**config.mk**
```make
export PLATFORM = sky130hd
export DESIGN_NAME = dual_adc_setup_trim
export DESIGN_NICKNAME = d
export VERILOG_FILES = /design/src/shared/dual_adc_pkg.sv /design/src/shared/trim_lane_if.sv /design/src/rtl/dual_adc_setup_trim.sv /design/src/rtl/offset_trim_lane.sv
export VERILOG_INCLUDE_DIRS = /design/src /design/src/shared
export SDC_FILE = /design/constraint.sdc
export NUM_CORES = 1
export LEC_CHECK = 0
export BUFFER_PORTS_ARGS = -buffer_cell sky130_fd_sc_hd__buf_2
export CAP_MARGIN = 20
export CORE_MARGIN = 2
export CORE_UTILIZATION = 43
export DETAILED_ROUTE_END_ITERATION = 8
export GPL_TIMING_DRIVEN = 0
export PLACE_DENSITY = 0.76
export SYNTH_ARGS = -nofsm -noshare
export SYNTH_HDL_FRONTEND = slang
export SYNTH_SLANG_ARGS = --single-unit
export TNS_END_PERCENT = 1
```
**constraint.sdc**
```tcl
create_clock -name mclk_in -period 3.85 [get_ports mclk_in]
set_input_delay 0.5775 -clock mclk_in [delete_from_list [all_inputs] [get_ports mclk_in]]
set_output_delay 0.5775 -clock mclk_in [all_outputs]
set_load 0.02 [all_outputs]
```
**src/shared/dual_adc_params.svh**
```systemverilog
// constants for the two-channel converter setup and offset trim block
//
// Summary of operation
// - prescaler field divides master clock by 1, 2, 4 or 8; default 1.
// - oversampling field picks 32 to 4096 for both channels; default 256.
// - dither field 11 max default, 10 medium, 01 minimum, 00 off.
// - auto-zero speed bit 1 runs fast, 0 runs slow by default.
// - reset field holds channel 0, channel 1, both or neither; default neither.
// - shutdown field stops channel 0, channel 1, both or neither; default neither.
// - unimplemented setup bits 3 and 0 always read as zero.
// - reference bit 1 disables internal reference; 0 keeps it on by default.
// - clock select 1 uses external clock, 0 enables crystal; default 1.
// - two 24-bit read/write trim registers at 0x0e and 0x14, reset zero.
// - when enabled, signed trim value is added to that channel's code.
// - when disabled the trim registers are ignored but keep their values.
// - one enable bit covers both channels, default off, no extra delay.
`ifndef DUAL_ADC_PARAMS_SVH
`define DUAL_ADC_PARAMS_SVH

// register addresses
`define SETUP_ADDR       8'h0c
`define TRIM0_ADDR       8'h0e
`define TRIM1_ADDR       8'h14

// setup register reset value and writable mask
`define SETUP_RESET      16'h1e02
`define SETUP_WR_MASK    16'hfff6
`define TRIM_RESET       24'h000000

// setup register field positions
`define PRE_MSB          15
`define PRE_LSB          14
`define OSR_MSB          13
`define OSR_LSB          11
`define DITH_MSB         10
`define DITH_LSB         9
`define AZ_BIT           8
`define RST_MSB          7
`define RST_LSB          6
`define SHDN_MSB         5
`define SHDN_LSB         4
`define REFDIS_BIT       2
`define EXT_CLK_BIT      1

// oversampling ratio at code zero; each code step doubles it
`define OSR_BASE         13'h0020
// ratio flop value while reset holds, matching the default code 011
`define OSR_RESET_RATIO  13'h0100

`endif

```
**src/shared/dual_adc_pkg.sv**
```systemverilog
// types shared by the setup and offset trim block
package dual_adc_pkg;

  typedef logic [23:0] code_t;
  typedef logic [15:0] setup_word_t;
  typedef logic [7:0]  reg_addr_t;
  typedef logic [12:0] osr_ratio_t;

endpackage : dual_adc_pkg

```
**src/shared/trim_lane_if.sv**
```systemverilog
// carrier between the top and one offset trim lane
`timescale 1ns/1ps
`default_nettype none

interface trim_lane_if;
  import dual_adc_pkg::*;

  code_t code;
  logic  valid;
  code_t offset;
  logic  enable;
  code_t result;
  logic  result_valid;

  modport lane (input code, valid, offset, enable, output result, result_valid);
  modport top  (output code, valid, offset, enable, input result, result_valid);
endinterface : trim_lane_if

`default_nettype wire

```
**src/rtl/dual_adc_setup_trim.sv**
```systemverilog
// setup register, analog clock prescaler and offset trim for two channels
`timescale 1ns/1ps
`default_nettype none

`include "dual_adc_params.svh"

module dual_adc_setup_trim
  import dual_adc_pkg::*;
#(
  parameter int CHANNELS = 2
) (
  input  wire logic        mclk_in,
  input  wire logic        rst_n_in,
  // register access port
  input  wire logic        reg_wr_in,
  input  wire logic        reg_rd_in,
  input  wire logic [7:0]  reg_addr_in,
  input  wire logic [23:0] reg_wdata_in,
  output var  logic [23:0] reg_rdata_out,
  output var  logic        reg_rvalid_out,
  // trim enable from the status/communication side
  input  wire logic        offset_trim_enable_in,
  // raw converter codes
  input  wire logic [23:0] ch0_code_in,
  input  wire logic        ch0_valid_in,
  input  wire logic [23:0] ch1_code_in,
  input  wire logic        ch1_valid_in,
  // corrected codes
  output var  logic [23:0] ch0_code_out,
  output var  logic        ch0_valid_out,
  output var  logic [23:0] ch1_code_out,
  output var  logic        ch1_valid_out,
  // analog control
  output var  logic        analog_clock_out,
  output var  logic [2:0]  oversample_ratio_sel_out,
  output var  logic [12:0] oversample_ratio_out,
  output var  logic [1:0]  dither_strength_sel_out,
  output var  logic        autozero_speed_out,
  output var  logic [1:0]  ch_reset_out,
  output var  logic [1:0]  ch_shutdown_out,
  output var  logic        internal_ref_disable_out,
  output var  logic        external_clock_sel_out,
  output var  logic        crystal_osc_enable_out
);

  // ------------------------------------------------------------------
  // block overview
  // ------------------------------------------------------------------
  // the host sees three registers on a strobe port: the 16-bit setup
  // word and one 24-bit trim word per channel. setup fields fan straight
  // out to the analog side, so a field change shows one edge after the write.
  // trim words feed the correction lanes, which sit in the sample path
  // and always add one register stage whether trim is on or off, so the
  // host never sees the data timing move when it flips the enable.
  // unmapped addresses read as zero and ignore writes, which keeps
  // a host that scans the map from seeing stale bus data.
  // limitation: nothing here checks that the host spaces its strobes.

  // ------------------------------------------------------------------
  // decode helpers
  // ------------------------------------------------------------------

  // last count of the prescaler for a field code
  // the counter runs 0..last, so last is the divisor minus one;
  // code 3 reaches 7, which is why the counter is three bits wide
  function automatic logic [2:0] presc_last(input logic [1:0] code);
    case (code)
      2'h0:    presc_last = 3'h0;
      2'h1:    presc_last = 3'h1;
      2'h2:    presc_last = 3'h3;
      default: presc_last = 3'h7;
    endcase
  endfunction : presc_last

  // ratio for an oversampling code: base shifted by code
  // a shift keeps the ratio table out of logic: 32 << 7 is 4096,
  // which needs the full 13-bit width of the ratio type
  function automatic osr_ratio_t osr_ratio(input logic [2:0] code);
    osr_ratio = osr_ratio_t'(`OSR_BASE << code);
  endfunction : osr_ratio

  // address match for a register
  // kept as a function so every decoder compares the same way
  function automatic logic hit(input reg_addr_t a, input reg_addr_t r);
    hit = (a == r);
  endfunction : hit

  // ------------------------------------------------------------------
  // register file
  // ------------------------------------------------------------------

  setup_word_t setup_q;
  setup_word_t setup_d;
  code_t       trim_q [CHANNELS];
  code_t       trim_d [CHANNELS];
  reg_addr_t   trim_addr [CHANNELS];

  assign trim_addr[0] = `TRIM0_ADDR;
  assign trim_addr[1] = `TRIM1_ADDR;

  // writes: setup keeps unimplemented bits at zero
  // the mask is applied on the way in, so the stored word itself
  // never holds a one in the unused positions
  always_comb begin
    setup_d = setup_q;
    if (reg_wr_in && hit(reg_addr_in, `SETUP_ADDR)) begin
      setup_d = reg_wdata_in[15:0] & `SETUP_WR_MASK;
    end
  end

  // trim values only change by write; the enable never clears them
  // a write and a sample in one cycle: the lane still sees the old
  // trim that cycle and the new one from the next sample on
  genvar g;
  generate
    for (g = 0; g < CHANNELS; g++) begin : g_trim_wr
      always_comb begin
        trim_d[g] = trim_q[g];
        if (reg_wr_in && hit(reg_addr_in, trim_addr[g])) begin
          trim_d[g] = reg_wdata_in;
        end
      end

      always_ff @(posedge mclk_in or negedge rst_n_in) begin
        if (!rst_n_in) begin
          trim_q[g] <= `TRIM_RESET;
        end else begin
          trim_q[g] <= trim_d[g];
        end
      end
    end
  endgenerate

  // setup word flop; the reset value carries every field default
  always_ff @(posedge mclk_in or negedge rst_n_in) begin
    if (!rst_n_in) begin
      setup_q <= `SETUP_RESET;
    end else begin
      setup_q <= setup_d;
    end
  end

  // ------------------------------------------------------------------
  // read port
  // ------------------------------------------------------------------

  code_t rdata_q;
  code_t rdata_d;
  logic  rvalid_q;
  logic  rvalid_d;

  // one cycle read latency; unmapped addresses return zero
  // read data holds between reads so a slow host can pick it up late;
  // a read and a write to one address in one cycle return the old word
  always_comb begin
    rvalid_d = reg_rd_in;
    rdata_d  = rdata_q;
    if (reg_rd_in) begin
      if (hit(reg_addr_in, `SETUP_ADDR)) begin
        rdata_d = {8'h00, setup_q & `SETUP_WR_MASK};
      end else if (hit(reg_addr_in, `TRIM0_ADDR)) begin
        rdata_d = trim_q[0];
      end else if (hit(reg_addr_in, `TRIM1_ADDR)) begin
        rdata_d = trim_q[1];
      end else begin
        rdata_d = 24'h000000;
      end
    end
  end

  // registered answer; rvalid is a one-cycle pulse per read strobe
  always_ff @(posedge mclk_in or negedge rst_n_in) begin
    if (!rst_n_in) begin
      rdata_q  <= 24'h000000;
      rvalid_q <= 1'b0;
    end else begin
      rdata_q  <= rdata_d;
      rvalid_q <= rvalid_d;
    end
  end

  assign reg_rdata_out  = rdata_q;
  assign reg_rvalid_out = rvalid_q;

  // ------------------------------------------------------------------
  // analog clock prescaler
  // ------------------------------------------------------------------

  logic [2:0] presc_cnt_q;
  logic [2:0] presc_cnt_d;
  logic       aclk_en_q;
  logic       aclk_en_d;
  logic [2:0] presc_lim;

  // the counter is free running: the analog side only needs a steady
  // enable rate, not a fixed phase against register writes, and a
  // divisor change settles within one new period
  // a one-cycle enable per divided period; >= guards a shrinking divisor
  always_comb begin
    presc_lim = presc_last(setup_q[`PRE_MSB:`PRE_LSB]);
    if (presc_cnt_q >= presc_lim) begin
      presc_cnt_d = 3'h0;
      aclk_en_d   = 1'b1;
    end else begin
      presc_cnt_d = presc_cnt_q + 3'h1;
      aclk_en_d   = 1'b0;
    end
  end

  // counter and enable flops
  always_ff @(posedge mclk_in or negedge rst_n_in) begin
    if (!rst_n_in) begin
      presc_cnt_q <= 3'h0;
      aclk_en_q   <= 1'b0;
    end else begin
      presc_cnt_q <= presc_cnt_d;
      aclk_en_q   <= aclk_en_d;
    end
  end

  assign analog_clock_out = aclk_en_q;

  // ------------------------------------------------------------------
  // analog control outputs
  // ------------------------------------------------------------------

  osr_ratio_t ratio_q;
  osr_ratio_t ratio_d;
  logic       xtal_en_q;
  logic       xtal_en_d;

  // derived values kept in flops so every output leaves a register
  always_comb begin
    ratio_d   = osr_ratio(setup_q[`OSR_MSB:`OSR_LSB]);
    xtal_en_d = ~setup_q[`EXT_CLK_BIT];
  end

  // ratio and crystal enable lag the setup word by one edge
  always_ff @(posedge mclk_in or negedge rst_n_in) begin
    if (!rst_n_in) begin
      ratio_q   <= `OSR_RESET_RATIO;
      xtal_en_q <= 1'b0;
    end else begin
      ratio_q   <= ratio_d;
      xtal_en_q <= xtal_en_d;
    end
  end

  // field bits drive the analog side directly
  // the setup flops are the output flops for the field bits; no extra stage, so those
  // outputs follow a write one edge after it lands; ratio and crystal enable follow one edge later
  assign oversample_ratio_sel_out = setup_q[`OSR_MSB:`OSR_LSB];
  assign oversample_ratio_out     = ratio_q;
  assign dither_strength_sel_out  = setup_q[`DITH_MSB:`DITH_LSB];
  assign autozero_speed_out       = setup_q[`AZ_BIT];
  assign ch_reset_out             = setup_q[`RST_MSB:`RST_LSB];
  assign ch_shutdown_out          = setup_q[`SHDN_MSB:`SHDN_LSB];
  assign internal_ref_disable_out = setup_q[`REFDIS_BIT];
  assign external_clock_sel_out   = setup_q[`EXT_CLK_BIT];
  assign crystal_osc_enable_out   = xtal_en_q;

  // ------------------------------------------------------------------
  // offset trim lanes
  // ------------------------------------------------------------------

  code_t code_in  [CHANNELS];
  logic  valid_in [CHANNELS];

  assign code_in[0]  = ch0_code_in;
  assign code_in[1]  = ch1_code_in;
  assign valid_in[0] = ch0_valid_in;
  assign valid_in[1] = ch1_valid_in;

  trim_lane_if lane_bus [CHANNELS] ();

  // one shared enable serves both channels
  // each lane saturates on its own; one lane clamping never touches
  // the other channel's sample
  // channel reset and shutdown do not gate the lanes: codes from a
  // held channel pass through as presented
  generate
    for (g = 0; g < CHANNELS; g++) begin : g_lane
      assign lane_bus[g].code   = code_in[g];
      assign lane_bus[g].valid  = valid_in[g];
      assign lane_bus[g].offset = trim_q[g];
      assign lane_bus[g].enable = offset_trim_enable_in;

      offset_trim_lane u_lane (
        .mclk_in  (mclk_in),
        .rst_n_in (rst_n_in),
        .lane     (lane_bus[g])
      );
    end
  endgenerate

  // lane outputs are the lane flops, passed through unchanged
  assign ch0_code_out  = lane_bus[0].result;
  assign ch0_valid_out = lane_bus[0].result_valid;
  assign ch1_code_out  = lane_bus[1].result;
  assign ch1_valid_out = lane_bus[1].result_valid;

endmodule : dual_adc_setup_trim

`default_nettype wire

```
**src/rtl/offset_trim_lane.sv**
```systemverilog
// one channel of offset correction: add signed trim, saturate, register
`timescale 1ns/1ps
`default_nettype none

`include "dual_adc_params.svh"

module offset_trim_lane
  import dual_adc_pkg::*;
(
  input  wire logic   mclk_in,
  input  wire logic   rst_n_in,
  trim_lane_if.lane   lane
);

  code_t      result_q;
  code_t      result_d;
  logic       valid_q;
  logic       valid_d;
  logic [24:0] sum;

  // signed add with clamp; both modes share one register stage
  always_comb begin
    sum      = {lane.code[23], lane.code} + {lane.offset[23], lane.offset};
    result_d = result_q;
    valid_d  = lane.valid;
    if (lane.valid) begin
      if (!lane.enable) begin
        result_d = lane.code;
      end else if (sum[24] != sum[23]) begin
        // wrap would flip sign of a full-scale code, so clamp instead
        result_d = sum[24] ? 24'h800000 : 24'h7fffff;
      end else begin
        result_d = sum[23:0];
      end
    end
  end

  // same latency with trim on or off
  always_ff @(posedge mclk_in or negedge rst_n_in) begin
    if (!rst_n_in) begin
      result_q <= 24'h000000;
      valid_q  <= 1'b0;
    end else begin
      result_q <= result_d;
      valid_q  <= valid_d;
    end
  end

  assign lane.result       = result_q;
  assign lane.result_valid = valid_q;

endmodule : offset_trim_lane

`default_nettype wire

```
Word-level counts from Yosys, hierarchy flattened
Index checks and enable logic that the tools add are counted.
{"block": "op_classes", "mux": 12, "n_lt_le_gt_ge": 1, "reduce_logical": 4, "add_sub_neg": 3, "n_shift": 1, "n_eq_ne": 7, "bitwise_logic": 1}
{"cell": "$mux 24", "count": 9}
{"cell": "$add 24x24->25", "count": 2}
{"cell": "$eq 8x4->1 const B", "count": 2}
{"cell": "$shl 6x3->13 const A", "count": 1}
{"cell": "$pmux 3 s3", "count": 1}
{"cell": "$eq 8x5->1 const B", "count": 1}
{"cell": "$add 3x1->3 const B", "count": 1}
{"cell": "$ge 3x3->1", "count": 1}
{"cell": "$logic_and 1x1->1", "count": 3}
{"cell": "$mux 3", "count": 1}
{"cell": "$eq 2x1->1 const B", "count": 1}
{"cell": "$eq 2x2->1 const B", "count": 1}
{"cell": "$logic_not 2->1", "count": 1}
{"cell": "$ne 1x1->1", "count": 2}
{"cell": "$mux 1", "count": 1}
{"cell": "$not 1->1", "count": 1}
{"block": "word_totals", "register_bits": 155, "out_inout_bits": 102, "inputBits": 87}

Longest topological paths before layout
Gate-level depths: netlist of run 1.
{"block": "depth", "depth_word": 4, "ltp_mapped": 13, "mapped_depth_nobuf": 12}

Cells and area by module
From an unflattened synthesis of run 1, not the netlist that was laid out.
{"block": "hier_totals", "cells_unflattened": 992, "area_unflattened_um2": 9755.6}
{"module": "dual_adc_setup_trim", "cells_per_inst": 333, "area_per_inst_um2": 4345.4, "n_inst": 1}
{"module": "offset_trim_lane at g_lane[1].u_lane", "cells_per_inst": 348, "area_per_inst_um2": 2807.7, "n_inst": 1}
{"module": "offset_trim_lane at g_lane[0].u_lane", "cells_per_inst": 311, "area_per_inst_um2": 2602.5, "n_inst": 1}

Worst setup path before layout of run 1
No wires, ideal clock.
{"block": "synth_path", "path_kind": "input-to-reg", "startpoint": "input port ch1_code_in[0]", "endpoint": "register g_lane[1].u_lane.result_q[5]", "arrival_ns": 2.977, "path_slack_ns": 0.778, "cell_stages": 13, "t_required_ns": 3.756, "cell_sequence": "ha_1 > inv_1 > fa_1 > nand2b_1 > a21oi_1 > o211ai_1 > a2111oi_0 > a2111oi_2 > nand2_1 > mux2_4 > buf_12 > nand2_2 > a221oi_2"}
{"block": "synth_between", "elab_chain_len": 4, "elab_cells_between_ends": 5}
{"item": "from (decl)", "line_no": "dual_adc_setup_trim.sv:26", "source": "input wire logic [23:0] ch1_code_in,"}
{"item": "$add 24x24->25 (*)", "line_no": "offset_trim_lane.sv:23", "source": "sum = {lane.code[23], lane.code} + {lane.offset[23], lane.offset};"}
{"item": "$mux 24 / $ne 1x1->1 (equally long branches)", "line_no": "offset_trim_lane.sv:31, offset_trim_lane.sv:29"}
{"item": "$mux 24 (*)", "line_no": "offset_trim_lane.sv:29", "source": "end else if (sum[24] != sum[23]) begin"}
{"item": "$mux 24 (*)", "line_no": "offset_trim_lane.sv:27", "source": "if (!lane.enable) begin"}
{"item": "to (signal assigned)", "line_no": "offset_trim_lane.sv:44", "source": "result_q <= result_d;"}
{"item": "to (decl)", "line_no": "offset_trim_lane.sv:15", "source": "code_t result_q;"}
Mark *: on every way between the ends. The rest lies on a longest branch, timed or not.
A chain may end at the register's enable or synchronous reset.

Final worst setup path of run 1
{"block": "layout_path", "startpoint": "register trim_q (netlist bit lane_bus[0].offset[9])", "endpoint": "register g_lane[0].u_lane.result_q[22]"}
{"block": "layout_between", "elab_chain_len": 4, "elab_cells_between_ends": 5}
{"item": "from (decl)", "line_no": "dual_adc_setup_trim.sv:94", "source": "code_t trim_q [CHANNELS];"}
{"item": "from (signal, indexed assignment)", "line_no": "dual_adc_setup_trim.sv:126", "source": "trim_q[g] <= `TRIM_RESET;"}
{"item": "from (signal, indexed assignment)", "line_no": "dual_adc_setup_trim.sv:128", "source": "trim_q[g] <= trim_d[g];"}
{"item": "$add 24x24->25 (*)", "line_no": "offset_trim_lane.sv:23"}
{"item": "$mux 24 / $ne 1x1->1 (equally long branches)", "line_no": "offset_trim_lane.sv:31, offset_trim_lane.sv:29"}
{"item": "$mux 24 (*)", "line_no": "offset_trim_lane.sv:29"}
{"item": "$mux 24 (*)", "line_no": "offset_trim_lane.sv:27"}
{"item": "to (signal assigned)", "line_no": "offset_trim_lane.sv:44"}
{"item": "to (decl)", "line_no": "offset_trim_lane.sv:15"}
Marks and branches as above.

==> flow_metrics.tcl, run 1 <==
set metrics [dict create \
    synth.most_common_cell "dfrtp_1" \
    track_usage_pct 23.41 \
    final_core_util_pct 52.76 \
    hold_viol 0 \
    crit_chain "ha_1, buf_2, a211oi_1, o21ai_0, a211oi_1, a21oi_1, nor3_2, nor2_1, a221o_1, buf_2, a31oi_1, a211oi_1" \
    postCtsHoldBufs 0 \
    r2r_end "g_lane[0].u_lane.lane.result[22]" \
    synth.distinct_cells 72 \
    syn_inst 919 \
    cts_root_buf "clkbuf_16" \
    area_growth_pct 20.97 \
    fp-row-count 53 \
    antenna_found_initial 4 \
    crit_fanout 10 \
    critPathKind "flop to flop" \
    wl_per_cell_um 18.42 \
    drive_gt1_share_pct 31.52 \
    drv_cap 0 \
    synth-edff-count 0 \
    holdWs_ns 0.1456 \
    io_pins 189 \
    cp_common_cell "a211oi_1" \
    rsz0062_at_grt "false" \
    synth_flop_cell "dfrtp_1" \
    synth_largest_area_cell "dfrtp_1" \
    p_leak_nw 5.373 \
    peakVddDrop_v 0.0002635 \
    syn_area_um2 9110 \
    ant_nets 0 \
    drv_slew 0 \
    die_w_um 149.6 \
    tritoncts.num_buffers 17 \
    die_area_um2 22370 \
    timing.fmax_mhz 296.7 \
    path_delay_family "compound AO/OA/AOI/OAI gates" \
    finalClockSkew_ns 0.009682 \
    worstSkewPairLatency_ns 0.42 \
    tightest_slew_ns 1.035 \
    drt_iter0_drc 538 \
    status "finished clean" \
    critical_path_required_ns 4.12 \
    cts_resized 0 \
    yosysWarningCount 0 \
    ys_top_cells_by_count "dfrtp_1, nor2_1, a21oi_1, mux2_2, ha_1" \
    dp_hpwl_mm 20.30 \
    start_util_pct 43.61 \
    final_nets 1267 \
    rrSetupSlack_ns 0.48 \
    synthArstFlopShare_pct 100.0 \
    critPathCaptureType "flop" \
    pwr_density_cell_nw_per_um2 388.1 \
    cts.sinks 150 \
    globalRouteOverflowTotal 0 \
    port_buffers 182 \
    crit_buf_inv 2 \
    routed_wl_mm 26.16 \
    netlist.area_leader.share_pct 39.56 \
    drc 0 \
    r2r_cells 12 \
    setup_viol 0 \
    dr.pass1.iters 8 \
    slew_headroom_pct 30.86 \
    htree_levels 4 \
    seq_area_um2 3761 \
    num_vias 7841 \
    r2r_start "lane_bus[0].offset[9]" \
    seq_area_frac_synth_pct 41.29 \
    fill_cells 1918 \
    grt_pass1_wl_mm 40.34 \
    coreArea_um2 20890 \
    via_per_inst 5.522 \
    grt_max_degree 95 \
    cts_setup_buffers 0 \
    die_h_um 149.6 \
    syn_area_per_cell_um2 9.913 \
    synth_seq_cells 150 \
    cp_slowest_stage_delay_ns 0.43 \
    gp_congestion 0.9173 \
    path_clk_slew_ns 0.06 \
    multi_input_area_um2 4913 \
    cp-start-kind "flop" \
    period_minus_slack_ns 3.370 \
    worst_path_max_delay_cell "dfrtp_1" \
    yosys-top-cells-area "dfrtp_1, mux2_2, ha_1" \
    hold_class "input pin to async pin" \
    cts_tree "yes" \
    final.period_utilization_pct 87.54 \
    grt_pass1_vias 7531 \
    arrival_ns 3.65 \
    tns_ns 0 \
    clock_path_buffers 2 \
]
[worst reg2reg max path, cell delays in order, from the launching register on]
cell and delay (ns):
dfrtp_1 0.43, ha_1 0.28, buf_2 0.17, a211oi_1 0.29
o21ai_0 0.15, a211oi_1 0.36, a21oi_1 0.14, nor3_2 0.34
nor2_1 0.16, a221o_1 0.35, buf_2 0.22, a31oi_1 0.26
a211oi_1 0.07
[placed cells by master, fill, tap and decap left out, types with 20 or more instances in the layout]
| cell | instances |
|---|---|
| a211oi_1 | 29 |
| a21o_1 | 26 |
| a21oi_1 | 89 |
| a221oi_2 | 20 |
| buf_2 | 189 |
| clkbuf_1 | 43 |
| dfrtp_1 | 144 |
| ha_1 | 52 |
| inv_1 | 24 |
| mux2_2 | 63 |
| nand2_1 | 39 |
| nor2_1 | 136 |
| o21ai_0 | 24 |
| xnor2_1 | 24 |
[registers in the layout, summed over array words and instances, names as in the netlist, 2 cells and up]
| register | flops |
|---|---|
| setup_q | 14 |
| g_lane.u_lane.lane.result_valid | 2 |
| g_lane.u_lane.lane.result | 48 |
| presc_cnt_q | 3 |
| oversample_ratio_out | 8 |
| lane_bus.offset | 48 |
| reg_rdata_out | 24 |
[layer usage]
layer  vias up  routed length (um)  global-route usage, %
met4         2                 708                  7.381
li1       3769                   -                      -
met5         -                  13                      0
met1      3757               11700                  31.91
met2       265               11950                  37.00
met3        48                1797                  5.427
[how the worst max path moves through the flow]
| stage | depth (start not counted) | slack, ns | to | from |
|---|---|---|---|---|
| floorplan | 13 | 0.78 | g_lane[1].u_lane.lane.result[5] | ch1_code_in[0] |
| global placement | 1 | -0.05 | g_lane[1].u_lane.lane.result[7] | rst_n_in |
| detailed placement | 13 | 0.21 | g_lane[1].u_lane.lane.result[12] | ch1_code_in[0] |
| CTS | 13 | 0.49 | g_lane[1].u_lane.lane.result[5] | lane_bus[1].offset[0] |
| global route | 12 | 0.27 | g_lane[0].u_lane.lane.result[22] | lane_bus[0].offset[9] |
| finish | 12 | 0.48 | g_lane[0].u_lane.lane.result[22] | lane_bus[0].offset[9] |
[metrics by stage]
stage               cell area [um^2]  instances  power [mW]  setup slack [ns]
global route                   11010       1415       4.482            0.2682
floorplan                       9125        923       2.377            0.7783
finish                         11020       1420       4.277            0.4798
detailed placement             10440       1382       2.705            0.2061
global placement               10380       1380       2.682          -0.04867
CTS                            11010       1414       4.297            0.4891
[power breakdown]
group          leakage (nW)  internal [mW]  switching, mW
Sequential             1.87           1.69         0.0787
Combinational          3.24          0.356          0.555
Clock                 0.261          0.924          0.672
Total                  5.37           2.97           1.31
[cells by family after synthesis]
logic type | share of synthesized area, %
compound gates | 21.67
xor+xnor | 3.461
fa+ha+maj | 7.581
buf+inv | 4.944
flops | 41.29
mux | 8.227
other cells | 0.04116
simple gates | 12.79
[cell type report]
| cell class | instances | share of cell area (%) |
|---|---|---|
| diodes | 6 | 0.1362 |
| plain buffers | 69 | 3.270 |
| clock buffers | 21 | 4.178 |
| clock inverters | 11 | 0.9423 |
| inverters | 24 | 0.8174 |
| multi-input cells | 680 | 44.58 |
| flip-flops and latches | 150 | 34.13 |
| well taps | 275 | 3.122 |
| repair buffers | 184 | 8.821 |
(Power assumes the default switching activity.)
==> run 2, diff against run 1 <==
Settings changed: CORE_MARGIN 2 to not set, SLEW_MARGIN set to 10.
==> run 2 against run 1 <==
- global-route usage increased by 1.5 points
- routed wire length increased by 1.4%
- final area decreased by 0.16%
- setup slack got worse by 0.039 ns
- count of clock-buffer cells in the layout decreased by 1
- sequential power about the same
- sequential cell count unchanged
==> flow_metrics.tcl, run 2 (synthesized netlist as in run 1, its figures left out) <==
set metrics [dict create \
    status "finished clean" \
    finalClockSkew_ns 0.009572 \
    crit_end "g_lane[1].u_lane.lane.result[8]" \
    cts_tree "yes" \
    die_area_um2 21770 \
    final_core_util_pct 53.69 \
    power.internal_mw 3.017 \
    num_vias 7930 \
    rrSetupSlack_ns 0.44 \
    period_minus_slack_ns 3.409 \
    die_w_um 147.6 \
    pwr_density_cell_nw_per_um2 394.7 \
    antenna_found_initial 3 \
    switching_share_pct 30.54 \
    dp_hpwl_mm 20.43 \
    final.period_utilization_pct 88.55 \
    cp-start-kind "flop" \
    coreArea_um2 20490 \
    arrival_ns 3.74 \
    critPathKind "flop to flop" \
    worst_path_max_delay_cell "a2111oi_0" \
    routed_wl_mm 26.53 \
    stdcell_count 1414 \
    startpoint "lane_bus[1].offset[0]" \
    critPathCaptureType "flop" \
    htree_levels 4 \
    drv_slew 0 \
    area_growth_pct 20.78 \
    wl_per_cell_um 18.76 \
    hold_class "input pin to async pin" \
    cts_setup_buffers 0 \
    crit_buf_inv 2 \
    rsz0062_at_grt "false" \
    holdWs_ns 0.02956 \
    drt_iter0_drc 514 \
    tightest_slew_ns 1.002 \
    seqPwrFrac_pct 40.8 \
    timing.fmax_mhz 293.3 \
    grt_pass1_wl_mm 41.68 \
    port_buffers 182 \
    r2r_cells 13 \
    dr.pass1.iters 6 \
    r2r_start "lane_bus[1].offset[0]" \
    postCtsHoldBufs 0 \
    globalRouteOverflowTotal 0 \
    path_clk_slew_ns 0.06 \
    grt_max_degree 107 \
    clkPwrFrac_pct 38.2 \
    r2r_end "g_lane[1].u_lane.lane.result[8]" \
    layout_common_cells "buf_2, dfrtp_1, nor2_1, a21oi_1, mux2_2" \
    worstSkewPairLatency_ns 0.43 \
    drc 0 \
    cts_resized 0 \
    track_usage_pct 24.89 \
    path_delay_family "compound AO/OA/AOI/OAI gates" \
    final_nets 1266 \
    cp_num_cells 13 \
    critical_path_required_ns 4.18 \
    io_pins 189 \
    drv_cap 0 \
    fp-row-count 52 \
    crit_fanout 10 \
    crit_chain "ha_1, inv_1, fa_1, nand2b_1, a21oi_1, o211ai_1, a2111oi_0, a2111oi_2, nand2_1, mux2_4, buf_12, nand2_2, a221oi_2" \
    tritoncts.num_buffers 17 \
    ant_nets 0 \
    tns_ns 0 \
    peakVddDrop_v 0.0003414 \
    placed_cells 1376 \
    die_h_um 147.6 \
    total_power_mw 4.343 \
    pwr-share-comb_pct 20.9 \
    grt_pass1_vias 7672 \
    hold_viol 0 \
    drive_gt1_share_pct 31.46 \
    slew_headroom_pct 33.08 \
    via_per_inst 5.608 \
    cts_root_buf "clkbuf_16" \
    cts.sinks 150 \
    clock_path_buffers 2 \
    gp_congestion 0.9100 \
    start_util_pct 44.45 \
    layout_commonest_cell "buf_2" \
    setup_viol 0 \
    switchingPower_mw 1.327 \
    p_leak_nw 5.381 \
    cp_slowest_stage_delay_ns 0.59 \
]
[run 2: cell types whose count changed in the layout (fill, tap and decap cells not counted), sizes merged]
cell / delta
buf: -1
bufinv: +1
clkbuf: -1
clkinv: +1
clkinvlp: -3
inv: +2
[run 2: cell type report]
cell class / count / area, um^2
fill: 1876 / 9492
multi-input combinational: 680 / 4913
sequential: 150 / 3761
timing repair buffer: 183 / 948.4
clock buffer: 20 / 446.7
buffer: 69 / 360.3
tap: 270 / 337.8
clock inverter: 12 / 130.1
inverter: 24 / 90.09
antenna: 6 / 15.01
[run 2: power by group through the flow]
stage	registers [mW]	logic [mW]	clock network, mW
final	1.77	0.908	1.66
after global routing	1.79	0.997	1.73
after CTS	1.77	0.911	1.67
after detailed placement	1.80	0.903	0
after global placement	1.80	0.886	0
after floorplan	1.88	0.495	0
[run 2: layer usage]
metal	vias to the layer above	track usage (%)	wire length [um]	part of all wire, %
met1	3816	34.31	11900	45
li1	3767	-	-	-
met4	0	11.29	979	3.7
met2	295	37.90	11850	45
met3	52	4.753	1802	6.8
met5	-	0	0	0
[run 2: worst min-delay path by stage]
stage	slack, ns	cells past startpoint	startpoint	end
detailed placement	0.46	1	presc_cnt_q[0]	presc_cnt_q[0]
global route	0.05	1	rst_n_in	g_lane[0].u_lane.lane.result[17]
CTS	0.04	1	rst_n_in	g_lane[0].u_lane.lane.result[17]
global placement	0.46	1	presc_cnt_q[0]	presc_cnt_q[0]
finish	0.03	1	rst_n_in	g_lane[0].u_lane.lane.result[17]
floorplan	0.28	0	rst_n_in	analog_clock_out
[run 2: through the flow]
stage | instance area (um^2) | setup slack, ns
floorplan | 9125 | 0.7783
global placement | 10370 | -0.05460
detailed placement | 10410 | 0.1374
CTS | 10990 | 0.4240
global route | 10990 | 0.1055
finish | 11000 | 0.4408
